$ cat src/core/dpll_pkg.sv
// package: constants and carrier types for the dual synthesizer control core
package dpll_pkg;
  // ---------------------------------------------------------------------------
  // widths and frame layout
  // ---------------------------------------------------------------------------
  localparam int REF_W       = 14;
  localparam int MAIN_W      = 11;
  localparam int SWAL_W      = 7;
  localparam int FRAME_LEN   = 24;
  // reference frame, bit 0 is the last bit shifted in
  localparam int RF_DEST_LO  = 0;
  localparam int RF_COUNT_LO = 2;
  localparam int RF_PRE      = 16;
  localparam int RF_POL      = 17;
  localparam int RF_CUR      = 18;
  localparam int RF_LDS      = 19;
  localparam int RF_MON1     = 20;
  localparam int RF_MON2     = 21;
  // counter frame
  localparam int CF_SWAL_LO  = 2;
  localparam int CF_MAIN_LO  = 9;
  // ---------------------------------------------------------------------------
  // reset values and timing
  // ---------------------------------------------------------------------------
  localparam logic [13:0] REF_RESET  = 14'h0003;
  localparam logic [10:0] MAIN_RESET = 11'h003;
  localparam logic [6:0]  SWAL_RESET = 7'h00;
  localparam int LOCK_UP_CYC   = 2;   // unlock when error reaches this
  localparam int LOCK_LO_CYC   = 4;   // lock window in reference cycles
  localparam int LOCK_GOOD_CNT = 3;   // consecutive good comparisons
  localparam int ANTI_DEAD_CYC = 1;   // minimum pump pulse width
  localparam int SOFT_CYC      = 8;   // pump pulse limit after restart
  localparam int SOFT_CMP      = 4;   // comparisons with the limit on
  localparam logic [1:0] PRE_TX_HI  = 2'd0;  // 16/17
  localparam logic [1:0] PRE_MID    = 2'd1;  // 32/33
  localparam logic [1:0] PRE_RX_LO  = 2'd2;  // 64/65
  // ---------------------------------------------------------------------------
  // carrier types
  // ---------------------------------------------------------------------------
  typedef struct packed {
    logic [13:0] ref_count;
    logic        prescaler_mode;
    logic        phase_polarity;
    logic        pump_current_select;
  } dpll_ref_t;
  typedef struct packed {
    logic [10:0] main_count;
    logic [6:0]  swallow_count;
  } dpll_cnt_t;
  typedef struct packed {
    logic up;       // pump drives high
    logic down;     // pump drives low
    logic oe;       // pump drives at all
  } dpll_pump_t;
  typedef enum logic [1:0] {
    DPLL_DST_TXREF = 2'b00,
    DPLL_DST_TXCNT = 2'b01,
    DPLL_DST_RXREF = 2'b10,
    DPLL_DST_RXCNT = 2'b11
  } dpll_dest_t;
endpackage

$ cat src/core/dpll_ctrl.sv
// file: serial loader, dividers, phase detector and lock logic
`timescale 1ns/100ps
// Behaviour
// - frames shift in most significant bit first
// - reference divider takes 14-bit binary ratio
// - main counter takes 11-bit ratio 3..2047
// - swallow counter takes 7-bit value 0..127
// - prescaler_mode picks the dual-modulus pair
// - lockdet_out_select low shows lock detect
// - monitor bits route divided frequency out
// - phase_polarity swaps pump high/low sense
// - pump_current_select picks high or low current
// - power_save_n low enters power saving
// - pump floats during power saving
// - pump error limited after power save release
// - short pulses on pump avoid dead zone
// - lock drops when error reaches two cycles
// - lock returns after three good comparisons
// - clock edge shifts, strobe edge latches
// - destination bits select the target latch
module dpll_ctrl #(
  parameter int FRAME_LEN = dpll_pkg::FRAME_LEN
) (
  input  wire logic               mclk,
  input  wire logic               reset_n,
  input  wire logic               serial_data,
  input  wire logic               serial_clock,
  input  wire logic               load_strobe,
  input  wire logic               power_save_n,
  input  wire logic [1:0]         comp_in,        // divided vco edges tx,rx
  output logic [1:0]              tx_prescaler_mod,
  output logic [1:0]              rx_prescaler_mod,
  output dpll_pkg::dpll_pump_t    tx_pump,
  output dpll_pkg::dpll_pump_t    rx_pump,
  output logic                    tx_pump_high_current,
  output logic                    rx_pump_high_current,
  output logic                    lock_monitor_out,
  output logic                    lock_detect
);
  initial begin
    if (FRAME_LEN < 22 || FRAME_LEN > 32)
      $error("frame length out of range");
  end

  // ---------------------------------------------------------------------------
  // synchronisers for pins
  // ---------------------------------------------------------------------------
  logic [3:0] sync_a;
  logic [3:0] sync_b;
  logic       sclk_d;
  logic       le_d;
  logic [1:0] comp_d;
  // first stage feeds only the second stage
  always_ff @(posedge mclk)
  begin
    sync_a <= {comp_in, load_strobe, serial_clock};
    sync_b <= sync_a;
  end
  logic sdata_a;
  logic sdata_b;
  logic ps_a;
  logic ps_b;
  always_ff @(posedge mclk)
  begin
    sdata_a <= serial_data;
    sdata_b <= sdata_a;
    ps_a    <= power_save_n;
    ps_b    <= ps_a;
  end
  // previous synced values for edge detect
  always_ff @(posedge mclk)
  begin
    if (!reset_n)
    begin
      sclk_d <= 1'b0;
      le_d   <= 1'b0;
      comp_d <= 2'b00;
    end
    else
    begin
      sclk_d <= sync_b[0];
      le_d   <= sync_b[1];
      comp_d <= sync_b[3:2];
    end
  end
  wire       sclk_rise = sync_b[0] & ~sclk_d;
  wire       le_rise   = sync_b[1] & ~le_d;
  wire [1:0] comp_rise = sync_b[3:2] & ~comp_d;
  wire       active    = ps_b;

  // ---------------------------------------------------------------------------
  // shift register and latches
  // ---------------------------------------------------------------------------
  logic [FRAME_LEN-1:0] shift;
  dpll_pkg::dpll_ref_t  tx_ref;
  dpll_pkg::dpll_ref_t  rx_ref;
  dpll_pkg::dpll_cnt_t  tx_cnt;
  dpll_pkg::dpll_cnt_t  rx_cnt;
  logic                 lockdet_out_select;
  logic [1:0]           mon_sel;
  dpll_pkg::dpll_dest_t dest;
  assign dest = dpll_pkg::dpll_dest_t'(
    {shift[dpll_pkg::RF_DEST_LO], shift[dpll_pkg::RF_DEST_LO+1]});
  // new bits enter at the bottom, so the first bit ends up on top
  always_ff @(posedge mclk)
  begin
    if (!reset_n)
      shift <= '0;
    else if (sclk_rise)
      shift <= {shift[FRAME_LEN-2:0], sdata_b};
  end
  function automatic dpll_pkg::dpll_ref_t ref_field(
    input logic [FRAME_LEN-1:0] f);
    dpll_pkg::dpll_ref_t r;
    r.ref_count = f[dpll_pkg::RF_COUNT_LO +: dpll_pkg::REF_W];
    r.prescaler_mode      = f[dpll_pkg::RF_PRE];
    r.phase_polarity      = f[dpll_pkg::RF_POL];
    r.pump_current_select = f[dpll_pkg::RF_CUR];
    return r;
  endfunction
  function automatic dpll_pkg::dpll_cnt_t cnt_field(
    input logic [FRAME_LEN-1:0] f);
    dpll_pkg::dpll_cnt_t c;
    c.main_count    = f[dpll_pkg::CF_MAIN_LO +: dpll_pkg::MAIN_W];
    c.swallow_count = f[dpll_pkg::CF_SWAL_LO +: dpll_pkg::SWAL_W];
    return c;
  endfunction
  // latches load even in power save and are kept there
  always_ff @(posedge mclk)
  begin
    if (!reset_n)
    begin
      tx_ref  <= '{dpll_pkg::REF_RESET, 1'b0, 1'b1, 1'b0};
      rx_ref  <= '{dpll_pkg::REF_RESET, 1'b0, 1'b1, 1'b0};
      tx_cnt  <= '{dpll_pkg::MAIN_RESET, dpll_pkg::SWAL_RESET};
      rx_cnt  <= '{dpll_pkg::MAIN_RESET, dpll_pkg::SWAL_RESET};
      lockdet_out_select     <= 1'b0;
      mon_sel <= 2'b00;
    end
    else if (le_rise)
    begin
      case (dest)
        dpll_pkg::DPLL_DST_TXREF:
        begin
          tx_ref  <= ref_field(shift);
          lockdet_out_select     <= shift[dpll_pkg::RF_LDS];
          mon_sel <= {shift[dpll_pkg::RF_MON1], shift[dpll_pkg::RF_MON2]};
        end
        dpll_pkg::DPLL_DST_RXREF: rx_ref <= ref_field(shift);
        dpll_pkg::DPLL_DST_TXCNT: tx_cnt <= cnt_field(shift);
        dpll_pkg::DPLL_DST_RXCNT: rx_cnt <= cnt_field(shift);
        default: tx_ref <= tx_ref;
      endcase
    end
  end
  // prescaler modulus code per side
  assign tx_prescaler_mod = tx_ref.prescaler_mode ? dpll_pkg::PRE_TX_HI
                                                  : dpll_pkg::PRE_MID;
  assign rx_prescaler_mod = rx_ref.prescaler_mode ? dpll_pkg::PRE_MID
                                                  : dpll_pkg::PRE_RX_LO;
  assign tx_pump_high_current = tx_ref.pump_current_select;
  assign rx_pump_high_current = rx_ref.pump_current_select;

  // ---------------------------------------------------------------------------
  // reference dividers, phase detectors, lock detect (one per side)
  // ---------------------------------------------------------------------------
  logic [1:0]  ref_tick;
  logic [1:0]  lock_side;
  logic [13:0] ref_cnt [2];
  logic [7:0]  err_cnt [2];
  logic [1:0]  lead;          // 1: reference came first
  logic [1:0]  pend;
  logic [1:0]  pump_up;
  logic [1:0]  pump_dn;
  logic [1:0]  pump_oe;
  logic [1:0]  good_cnt [2];
  logic [2:0]  soft_cnt [2];
  logic [13:0] ratio [2];
  logic [1:0]  pol;
  assign ratio[0] = tx_ref.ref_count;
  assign ratio[1] = rx_ref.ref_count;
  assign pol      = {rx_ref.phase_polarity, tx_ref.phase_polarity};
  for (genvar s = 0; s < 2; s++)
  begin : g_side
    // divider restarts on power save release
    always_ff @(posedge mclk)
    begin
      if (!reset_n || !active)
        ref_cnt[s] <= 14'h0001;
      else if (ref_cnt[s] >= ratio[s])
        ref_cnt[s] <= 14'h0001;
      else
        ref_cnt[s] <= ref_cnt[s] + 14'h0001;
    end
    assign ref_tick[s] = active && ref_cnt[s] >= ratio[s];
    // error window: opened by first edge, closed by the next edge of either kind
    wire ev_r = ref_tick[s];
    wire ev_p = comp_rise[s];
    always_ff @(posedge mclk)
    begin
      if (!reset_n || !active)
      begin
        pend[s] <= 1'b0;
        lead[s] <= 1'b0;
        err_cnt[s] <= 8'h00;
        good_cnt[s] <= 2'd0;
        soft_cnt[s] <= 3'd0;
        lock_side[s] <= 1'b0;
      end
      else if (!pend[s] && (ev_r ^ ev_p))
      begin
        pend[s] <= 1'b1;
        lead[s] <= ev_r;
        err_cnt[s] <= 8'h01;
      end
      else if (pend[s] && (ev_r || ev_p))
      begin
        pend[s] <= 1'b0;
        err_cnt[s] <= 8'h00;
        if (err_cnt[s] >= 8'(dpll_pkg::LOCK_UP_CYC))
        begin
          lock_side[s] <= 1'b0;
          good_cnt[s] <= 2'd0;
        end
        else if (good_cnt[s] == 2'(dpll_pkg::LOCK_GOOD_CNT - 1))
          lock_side[s] <= 1'b1;
        else
          good_cnt[s] <= good_cnt[s] + 2'd1;
        if (soft_cnt[s] != 3'(dpll_pkg::SOFT_CMP))
          soft_cnt[s] <= soft_cnt[s] + 3'd1;
      end
      else if (pend[s] && err_cnt[s] != 8'hff)
        err_cnt[s] <= err_cnt[s] + 8'h01;
      else if (!pend[s] && ev_r && ev_p)
      begin
        // coincident edges count as a good comparison
        if (good_cnt[s] == 2'(dpll_pkg::LOCK_GOOD_CNT - 1))
          lock_side[s] <= 1'b1;
        else
          good_cnt[s] <= good_cnt[s] + 2'd1;
      end
    end
    // pump drive; after restart the pulses of the first four comparisons are cut to a short limit
    wire limited = soft_cnt[s] != 3'(dpll_pkg::SOFT_CMP) &&
                   err_cnt[s] > 8'(dpll_pkg::SOFT_CYC);
    wire in_err  = pend[s] && !limited;
    wire blip    = active && ev_r && ev_p;
    always_ff @(posedge mclk)
    begin
      if (!reset_n || !active)
      begin
        pump_up[s] <= 1'b0;
        pump_dn[s] <= 1'b0;
        pump_oe[s] <= 1'b0;
      end
      else
      begin
        // lead of reference means fr above fp
        // a dead-zone blip drives both levels at once, so it nets zero
        pump_up[s] <= (in_err && (lead[s] == pol[s])) || blip;
        pump_dn[s] <= (in_err && (lead[s] != pol[s])) || blip;
        pump_oe[s] <= in_err || blip;
      end
    end
  end
  assign tx_pump = '{pump_up[0], pump_dn[0], pump_oe[0]};
  assign rx_pump = '{pump_up[1], pump_dn[1], pump_oe[1]};

  // ---------------------------------------------------------------------------
  // lock and monitor pin
  // ---------------------------------------------------------------------------
  logic [1:0] comp_tog;
  logic [1:0] ref_tog;
  // divided frequencies shown as toggles, half their rate
  always_ff @(posedge mclk)
  begin
    if (!reset_n)
    begin
      comp_tog <= 2'b00;
      ref_tog  <= 2'b00;
    end
    else
    begin
      comp_tog <= comp_tog ^ comp_rise;
      ref_tog  <= ref_tog ^ ref_tick;
    end
  end
  always_ff @(posedge mclk)
  begin
    if (!reset_n)
    begin
      lock_detect      <= 1'b0;
      lock_monitor_out <= 1'b0;
    end
    else
    begin
      lock_detect <= &lock_side;
      if (!lockdet_out_select)
        lock_monitor_out <= &lock_side;
      else
        case (mon_sel)
          2'b00:   lock_monitor_out <= ref_tog[0];
          2'b10:   lock_monitor_out <= ref_tog[1];
          2'b01:   lock_monitor_out <= comp_tog[0];
          2'b11:   lock_monitor_out <= comp_tog[1];
          default: lock_monitor_out <= 1'b0;
        endcase
    end
  end
endmodule // dpll_ctrl

$ cat config.mk
export PLATFORM = sky130hd
export DESIGN_NAME = dpll_ctrl
export DESIGN_NICKNAME = d
export VERILOG_FILES = /design/src/core/dpll_pkg.sv /design/src/core/dpll_ctrl.sv
export SDC_FILE = /design/constraint.sdc
export NUM_CORES = 1
export LEC_CHECK = 0
export BUFFER_PORTS_ARGS = -buffer_cell sky130_fd_sc_hd__buf_4
export CAP_MARGIN = 30
export CORE_UTILIZATION = 58
export CTS_CLUSTER_DIAMETER = 60
export CTS_CLUSTER_SIZE = 24
export DETAILED_ROUTE_END_ITERATION = 8
export PLACE_DENSITY_LB_ADDON = 0.25
export SLEW_MARGIN = 40
export SYNTH_ARGS = -nofsm -noshare
export SYNTH_HDL_FRONTEND = slang
export SYNTH_SLANG_ARGS = --single-unit
$ cat constraint.sdc
create_clock -name mclk -period 3.5 [get_ports mclk]
set_clock_uncertainty 0.05 [all_clocks]
set_input_delay 0.875 -clock mclk [delete_from_list [all_inputs] [get_ports mclk]]
set_output_delay 0.875 -clock mclk [all_outputs]
set_load 0.01 [all_outputs]
# Yosys cells after proc, flatten, opt, wreduce, memory -nomap -nowiden

Memories as Yosys holds them, arrays and structs flattened.
Index checks and enable logic that the tools add are counted.

Word-level logic and storage cells: 268
Memories kept: 4
RAM bits: 54
Output and inout port bits: 14
Flip-flop bits (word level): 93
Input bits: 8

Memory list:

| memory   | words | width | rd ports | clocked after memory_dff | wr ports | line             | text |
|---|---|---|---|---|---|---|---|
| ref_cnt  | 2     | 14    | 2        | 0                        | 2        | dpll_ctrl.sv:169 | `logic [13:0] ref_cnt [2];` |
| err_cnt  | 2     | 8     | 2        | 0                        | 2        | dpll_ctrl.sv:170 | `logic [7:0] err_cnt [2];` |
| soft_cnt | 2     | 3     | 2        | 0                        | 2        | dpll_ctrl.sv:177 | `logic [2:0] soft_cnt [2];` |
| good_cnt | 2     | 2     | 2        | 0                        | 2        | dpll_ctrl.sv:176 | `logic [1:0] good_cnt [2];` |

Order comparisons: 6
Mux-type cells: 118
$add $sub $neg: 8
Bitwise logic cells: 30
Reduce and logical (&&, ||, !) cells: 50
Equal/unequal tests: 16

Operators by type and width:

| kind                    | number |
|---|---|
| $mux W1                 | 98 |
| $mux W14                | 4 |
| $mux W8                 | 6 |
| $add A14 B1 Y14 const B | 2 |
| $ge A14 B14 Y1          | 2 |
| $logic_and A1 B1 Y1     | 24 |
| $or A1 B1 Y1            | 18 |
| $add A8 B1 Y8 const B   | 2 |
| $ge A8 B2 Y1 const B    | 2 |
| $gt A8 B4 Y1 const B    | 2 |
| $ne A8 B8 Y1 const B    | 2 |
| $mux W2                 | 7 |
| $eq A2 B2 Y1 const B    | 5 |
| $logic_or A1 B1 Y1      | 9 |
| $reduce_bool A2 Y1      | 4 |
| $add A3 B1 Y3 const B   | 2 |
| $logic_not A1 Y1        | 6 |
| $mux W3                 | 2 |
| $ne A3 B3 Y1 const B    | 2 |
| $reduce_and A2 Y1       | 3 |
| $reduce_and A3 Y1       | 2 |
| $add A2 B1 Y2 const B   | 2 |
| $logic_not A2 Y1        | 2 |
| $ne A2 B2 Y1 const B    | 2 |
| other kinds (10)        | 18 |

# Longest topological paths before layout

Gate-level depths: netlist (run 1).
An unclocked memory read counts as a cell.

Depth in word-level cells: 12
Depth in mapped cells: 13
Mapped depth without buffers: 13

# Worst setup path after synthesis (run 1)

OpenSTA, ideal clock, no wires.

Kind: register to register
From: memory ref_cnt[0][11]
To: memory good_cnt[0][0] (enable)
Buffers on the path: 0
Cell stages (with the launch flop): 10
Data arrival time: 2.793 ns
Library setup time: 0.327 ns
Period minus slack after synthesis: 3.170 ns
Setup slack: 0.330 ns
Required time: 3.123 ns
Cell sequence: edfxtp_1 -> ha_1 -> a21o_1 -> a21o_1 -> a211o_1 -> a21oi_1 -> nand2b_1 -> ha_1 -> or4_1 -> o21ai_0

RTL lines:

| what            | line |
|---|---|
| start, declared | dpll_ctrl.sv:169 |
| end, declared   | dpll_ctrl.sv:176 |

==> impl_metrics.yaml, run 1 <==
route:
  postRouteAntennaNets: 0
  vias: 5129
  initialDrtViolationCount: 392
  routed_wl_mm: 13.7
  avgRoutedWirePerCell_um: 14.6
  drc: 3
  drt_first_pass_iters: 7
  vias_per_cell: 5.48
cells_and_area:
  nets: 830
  multi_input_area_um2: 3300
  regArea_um2: 3480
  fill_cells: 889
  area_growth_pct: 13.8
  final_util_pct: 68.8
  drive_gt1_share_pct: 8.45
  final_area_um2: 7950
  antennaDiodeCount: 0
setup_path:
  cp_cell_sequence: "ha_1 -> nand4_1 -> o31ai_2 -> a21oi_1 -> nand2b_1 -> ha_1 -> or4_1 -> o21ai_0"
  cp.arrival_ns: 3.39
  crit_path_max_fanout: 6
  reg2reg_slack_ns: 0.14
  crit_path_start_kind: "flip-flop"
  path_class: "reg2reg"
  cp_slowest_cell: "or4_1"
  slowest_delay_ns: 0.50
  critPathRequiredTime_ns: 3.53
  r2r-start: "ref_cnt[0][7]"
  critPathMostFrequentCell: "ha_1"
  endpoint_kind: "flip-flop"
  critPathLaunch: "ref_cnt[0][7]"
floorplanning:
  pin_count: 22
  dieWidth_um: 112
  start_util_pct: 60.4
  die_h_um: 112
  dieArea_um2: 12500
  core_um2: 11600
  rows: 39
clock_network:
  cts_sinks: 147
  clk_pin_slew_ns: 0.06
  cts-buffers-inserted: 17
  cts_root_buf: "clkbuf_16"
  htree_levels: 4
  cts_tree: "built"
  hold_buffers: 0
  clkLatencyLatePin_ns: 0.43
  clockBufferDepth: 2
place:
  gp_congestion: 0.825
  hpwl_mm: 9.44
  port_buffers: 20
  place_area_um2: 7330
global_route:
  overflow: 0
  grt_use_total_pct: 23.5
  grt_pass1_wl_mm: 23.2
  grt_max_degree: 73
  grt_pass1_vias: 5061
  antenna_found_initial: 0
synthesis:
  netlist.area_leader.share_pct: 26.6
  yosysSeqAreaShare_pct: 49.9
  synth_top_family_by_area: "simple AND/OR/NAND/NOR gates"
  synth-compound-area-share_pct: 12.2
  synth_fa_ha_area_share_pct: 7.52
  yosys.cell_types.count: 56
  yosys.area_share.simple_pct: 20.0
  async_flop_share_pct: 0
  synthXorXnorAreaFrac_pct: 5.14
  synth_edf_count: 54
  netlist_instances: 736
  synth_mux_area_share_pct: 0.752
  ys.flop_type: "dfxtp_1"
  yosysWarnings: 0
  yosys.area.top_type: "dfxtp_1"
  ys_seq_elements: 147
  syn_avg_cell_area_um2: 9.49
  synth_area_um2: 6990
  synth.area.top_cells: "dfxtp_1 27%, edfxtp_1 23%, nand2_1 7.8%"
power:
  leakage_nw: 2.96
  power.density_nw_per_um2: 505
  peakVddDrop_uv: 436
run_status:
  violations: "DRC"
  status: "complete, but fails checks"
sta:
  tns_ns: 0
  setup_viol: 0
  fin_crit_sh_pct: 95.9
  finalCriticalPeriod_ns: 3.36
  tightest_slew_ns: 0.782
  hold_viol: 0
  fmax_mhz: 298
  maxSlewHeadroom_pct: 47.9
  slew_viol_final: 0
  rsz0062_at_grt: "false"
worst_hold_path:
  hp-class: "reg2reg"
  hold_start: "sync_a[0]"
job:
  drv_cap: 0
registers in the layout, summed over array words and instances (netlist names), 2 cells and up:
name	cells
rx_pump	3
pend	2
sync_b	4
shift	22
ref_tog	2
soft_cnt	6
ref_cnt	28
comp_tog	2
ratio	28
mon_sel	2
tx_pump	3
lock_side	2
err_cnt	16
good_cnt	4
sync_a	4
lead	2
pol	2
comp_d	2
layout make-up:
| class | count | area share, % |
|---|---|---|
| clock buffer | 24 | 7.00 |
| clock inverter | 8 | 0.708 |
| inverter | 47 | 2.22 |
| multi-input combinational | 541 | 41.6 |
| sequential | 147 | 43.8 |
| tap | 143 | 2.25 |
| timing repair buffer | 26 | 2.45 |
report_power, final:
part | internal, mW | switching [mW] | total [mW] | leakage [nW]
clock | 1.12 | 0.709 | 1.83 | 0.304
combinational | 0.117 | 0.171 | 0.288 | 1.31
sequential | 1.84 | 0.0590 | 1.90 | 1.34
layout by cell type, fill, tap and decap left out, types with 3 or more instances in the layout:
cell       count
nand2_1      145
dfxtp_1       93
nor2_1        56
a21boi_0      55
edfxtp_1      54
inv_1         47
ha_1          42
conb_1        29
nand3_1       27
buf_4         26
xor2_1        23
clkbuf_16     21
a21oi_1       19
xnor2_1       18
nand4_1       13
and2_1        12
o21ai_0       12
nor2b_1        9
nand2b_1       9
and3_1         6
nor3_1         5
and4_1         5
nor4_1         4
a211o_1        3
or3_1          3
a32o_1         3
a211oi_1       3
mux2i_1        3
synth_stat cells, types with 12 or more instances:
cell type  instances
nand2_1          145
dfxtp_1           93
nor2_1            57
a21boi_0          55
edfxtp_1          54
inv_1             47
ha_1              42
nand3_1           27
xor2_1            23
clkbuf_1          21
a21oi_1           19
xnor2_1           18
nand4_1           13
o21ai_0           13
and2_1            12
through the flow:
| stage | cells | worst slack, ns | power [mW] | hold WS [ns] |
|---|---|---|---|---|
| after floorplan | 763 | 0.330 | 2.13 | 0.260 |
| after detailed placement | 904 | 0.142 | 2.21 | 0.271 |
| final | 936 | 0.145 | 4.01 | 0.275 |
| after global routing | 936 | 0.0163 | 4.14 | 0.281 |
| after global placement | 904 | 0.385 | 2.19 | 0.265 |
| after CTS | 936 | 0.103 | 4.03 | 0.278 |
cell families (layout without fill, tap and decap cells):
| family | count (synthesis) | count (layout) |
|---|---|---|
| AOI/OAI and AO/OA | 119 | 119 |
| xor gates and xnor gates | 41 | 41 |
| adders and majority gates | 42 | 42 |
| buffers and inverters | 75 | 105 |
| DFF | 147 | 147 |
| muxes | 4 | 4 |
| other | 2 | 29 |
| and+or+nand+nor | 306 | 306 |
worst max-delay path, delay by kind of cell (launching register included):
family / cells / cell delay, ns
adder cells (fa/ha/maj): 2 / 0.74
AO/OA/AOI/OAI: 3 / 0.90
AND/OR/NAND/NOR: 3 / 0.83
flip-flops: 1 / 0.48
final timing paths:
kind                    end  depth (start not counted)
max          good_cnt[0][1]                          8
min               sync_b[0]                          0
max reg2reg  good_cnt[0][1]                          8
min reg2reg       sync_b[0]                          0
what timing repair did:
action	CTS	global route
setup endpoints to repair	0	4
setup buffers	0	0
gates resized for setup	0	2
routing by layer:
layer	global-route usage [%]	share of wire, %	routed length [um]
met3	5.66	3.5	475
met1	28.7	45	6160
met5	0	0	0
met2	39.7	50	6880
met4	10.3	1.3	183
(Power assumes the default switching activity.)
==> inputs of run 2 (changes only) <==
--- a/config.mk
+++ b/config.mk
@@ -7,4 +7,6 @@
 export LEC_CHECK = 0
+export ABC_CLOCK_PERIOD_IN_PS = 3500
 export BUFFER_PORTS_ARGS = -buffer_cell sky130_fd_sc_hd__buf_4
 export CAP_MARGIN = 30
+export CORE_MARGIN = 1.5
 export CORE_UTILIZATION = 58
--- a/constraint.sdc
+++ b/constraint.sdc
@@ -4,2 +4,2 @@
 set_output_delay 0.875 -clock mclk [all_outputs]
-set_load 0.01 [all_outputs]
+set_load 0.05 [all_outputs]
==> run 2 against run 1 <==
Non-clock buffer count is the same. Die area grew 1.8%. Highest routed layer unchanged. Via count grew 0.55%. Setup slack gained 0.036 ns. Global-route usage shrank 1.1 points. Core utilization shrank 0.69 points. Sequential power is essentially flat. The flow now finishes without violations.
==> impl_metrics.yaml, run 2 (synthesized netlist as in run 1, its figures left out) <==
floorplanning:
  rows: 39
  start_util_pct: 60.4
  core_um2: 11600
  dieArea_um2: 12700
  dieWidth_um: 113
  pin_count: 22
  die_h_um: 113
setup_path:
  cp_slowest_cell: "o311ai_1"
  crit_path_start_kind: "flip-flop"
  endpoint_kind: "flip-flop"
  endpoint: "good_cnt[1][1]"
  worstReg2RegEnd: "good_cnt[1][1]"
  path_class: "reg2reg"
  critPathLaunch: "ref_cnt[1][4]"
  slowest_delay_ns: 0.46
  crit_path_max_fanout: 4
  critPathMostFrequentCell: "ha_1"
  reg2reg_slack_ns: 0.18
  cp.arrival_ns: 3.36
  r2r-start: "ref_cnt[1][4]"
  r2r_cells: 10
  critPathRequiredTime_ns: 3.55
  cp_cell_sequence: "ha_1 -> a21oi_1 -> a21boi_0 -> o311ai_1 -> a21boi_1 -> inv_1 -> ha_1 -> nor4_1 -> o21ai_0 -> a32oi_1"
place:
  gp_congestion: 0.825
  port_buffers: 20
  hpwl_mm: 9.50
  place_area_um2: 7330
  dp_slack_ns: 0.127
sta:
  hold_viol: 0
  rsz0062_at_grt: "false"
  tightest_slew_ns: 0.727
  setup_viol: 0
  fmax_mhz: 301
  finalCriticalPeriod_ns: 3.32
  setup_ws_ns: 0.181
  tns_ns: 0
  fin_crit_sh_pct: 94.8
  maxSlewHeadroom_pct: 51.5
  slew_viol_final: 0
run_status:
  status: "finished clean"
cells_and_area:
  nets: 830
  final_area_um2: 7870
  final_common_cell: "nand2_1"
  final_util_pct: 68.1
  final_cell_mix: "145 x nand2_1, 93 x dfxtp_1, 56 x nor2_1"
  antennaDiodeCount: 0
  area_growth_pct: 12.7
  regArea_um2: 3480
  multi_input_area_um2: 3330
  fill_cells: 893
  drive_gt1_share_pct: 7.69
global_route:
  overflow: 0
  grt_pass1_wl_mm: 22.9
  antenna_found_initial: 0
  grt_use_total_pct: 22.4
  grt_max_degree: 73
  grt_pass1_vias: 5049
power:
  combPwrFrac_pct: 7.9
  power.density_nw_per_um2: 480
  p_int_mw: 2.89
  peakVddDrop_uv: 380
  p_sw_share_pct: 23.4
  power.clock.fraction_pct: 41.9
  p_total_mw: 3.78
  leakage_nw: 2.91
  switchingPower_mw: 0.884
  seqPwrFrac_pct: 50.2
route:
  vias_per_cell: 5.51
  initialDrtViolationCount: 339
  postRouteAntennaNets: 0
  routed_wl_mm: 13.3
  drc: 0
  drt_first_pass_iters: 4
  avgRoutedWirePerCell_um: 14.2
  vias: 5157
worst_hold_path:
  hp-class: "reg2reg"
  hold_depth: 0
clock_network:
  clk_pin_slew_ns: 0.06
  cts_sinks: 147
  clkLatencyLatePin_ns: 0.42
  cts_root_buf: "clkbuf_16"
  clockBufferDepth: 2
  htree_levels: 4
  cts_tree: "built"
  cts-buffers-inserted: 17
job:
  drv_cap: 0
## run 2: cell types whose count changed in the layout (fill, tap and decap cells not counted), sizes merged
cell and delta:
inv -2, clkinvlp -1, clkinv +1, clkbuf +2
## run 2: per-layer routing
| layer | vias up | wire length [um] | global-route usage [%] |
|---|---|---|---|
| li1 | 2575 | - | - |
| met1 | 2487 | 6100 | 28.3 |
| met2 | 81 | 6630 | 38.0 |
| met3 | 14 | 448 | 5.62 |
| met4 | 0 | 152 | 6.92 |
| met5 | - | 0 | 0 |
## run 2: how the worst min path moves through the flow
stage               from        end  slack, ns
2_1_floorplan       ps_a     active       0.26
3_3_place_gp   sync_a[3]  sync_b[3]       0.26
3_5_place_dp   sync_a[0]  sync_b[0]       0.27
4_1_cts        sync_a[1]  sync_b[1]       0.28
5_1_grt        sync_a[1]  sync_b[1]       0.28
6_report         sdata_a    sdata_b       0.28
## run 2: power by group through the flow
| stage | Combinational (mW) | Clock, mW | Sequential [mW] |
|---|---|---|---|
| 3_3_place_gp | 0.275 | 0 | 1.93 |
| 3_5_place_dp | 0.288 | 0 | 1.93 |
| 2_1_floorplan | 0.219 | 0 | 1.92 |
| 4_1_cts | 0.292 | 1.61 | 1.90 |
| 5_1_grt | 0.334 | 1.68 | 1.91 |
| 6_report | 0.299 | 1.58 | 1.90 |
## run 2: critical path: cells and delay by family, from the launching register on
family	cells	cell delay (ns)
AND/OR/NAND/NOR	1	0.34
buffers and inverters	1	0.10
AO/OA/AOI/OAI	6	1.49
adder cells (fa/ha/maj)	2	0.59
flip-flops	1	0.43
## run 2: final cells by class
cell class / count / area share (%)
sequential: 147 / 44.3
multi-input combinational: 541 / 42.3
clock buffer: 26 / 6.09
timing repair buffer: 26 / 2.48
tap: 143 / 2.27
inverter: 47 / 2.24
clock inverter: 6 / 0.397
## run 2: timing repair
| action | 4_1_cts | 5_1_grt |
|---|---|---|
| gates resized for setup | 0 | 6 |
| hold buffers | 0 | 0 |
| endpoints found under the setup margin | 0 | 6 |
| setup buffers | 0 | 0 |
## run 2: through the flow
| step | instances | hold slack (ns) |
|---|---|---|
| 5_1_grt | 936 | 0.282 |
| 3_3_place_gp | 904 | 0.264 |
| 3_5_place_dp | 904 | 0.265 |
| 4_1_cts | 936 | 0.281 |
| 2_1_floorplan | 763 | 0.260 |
| 6_report | 936 | 0.278 |
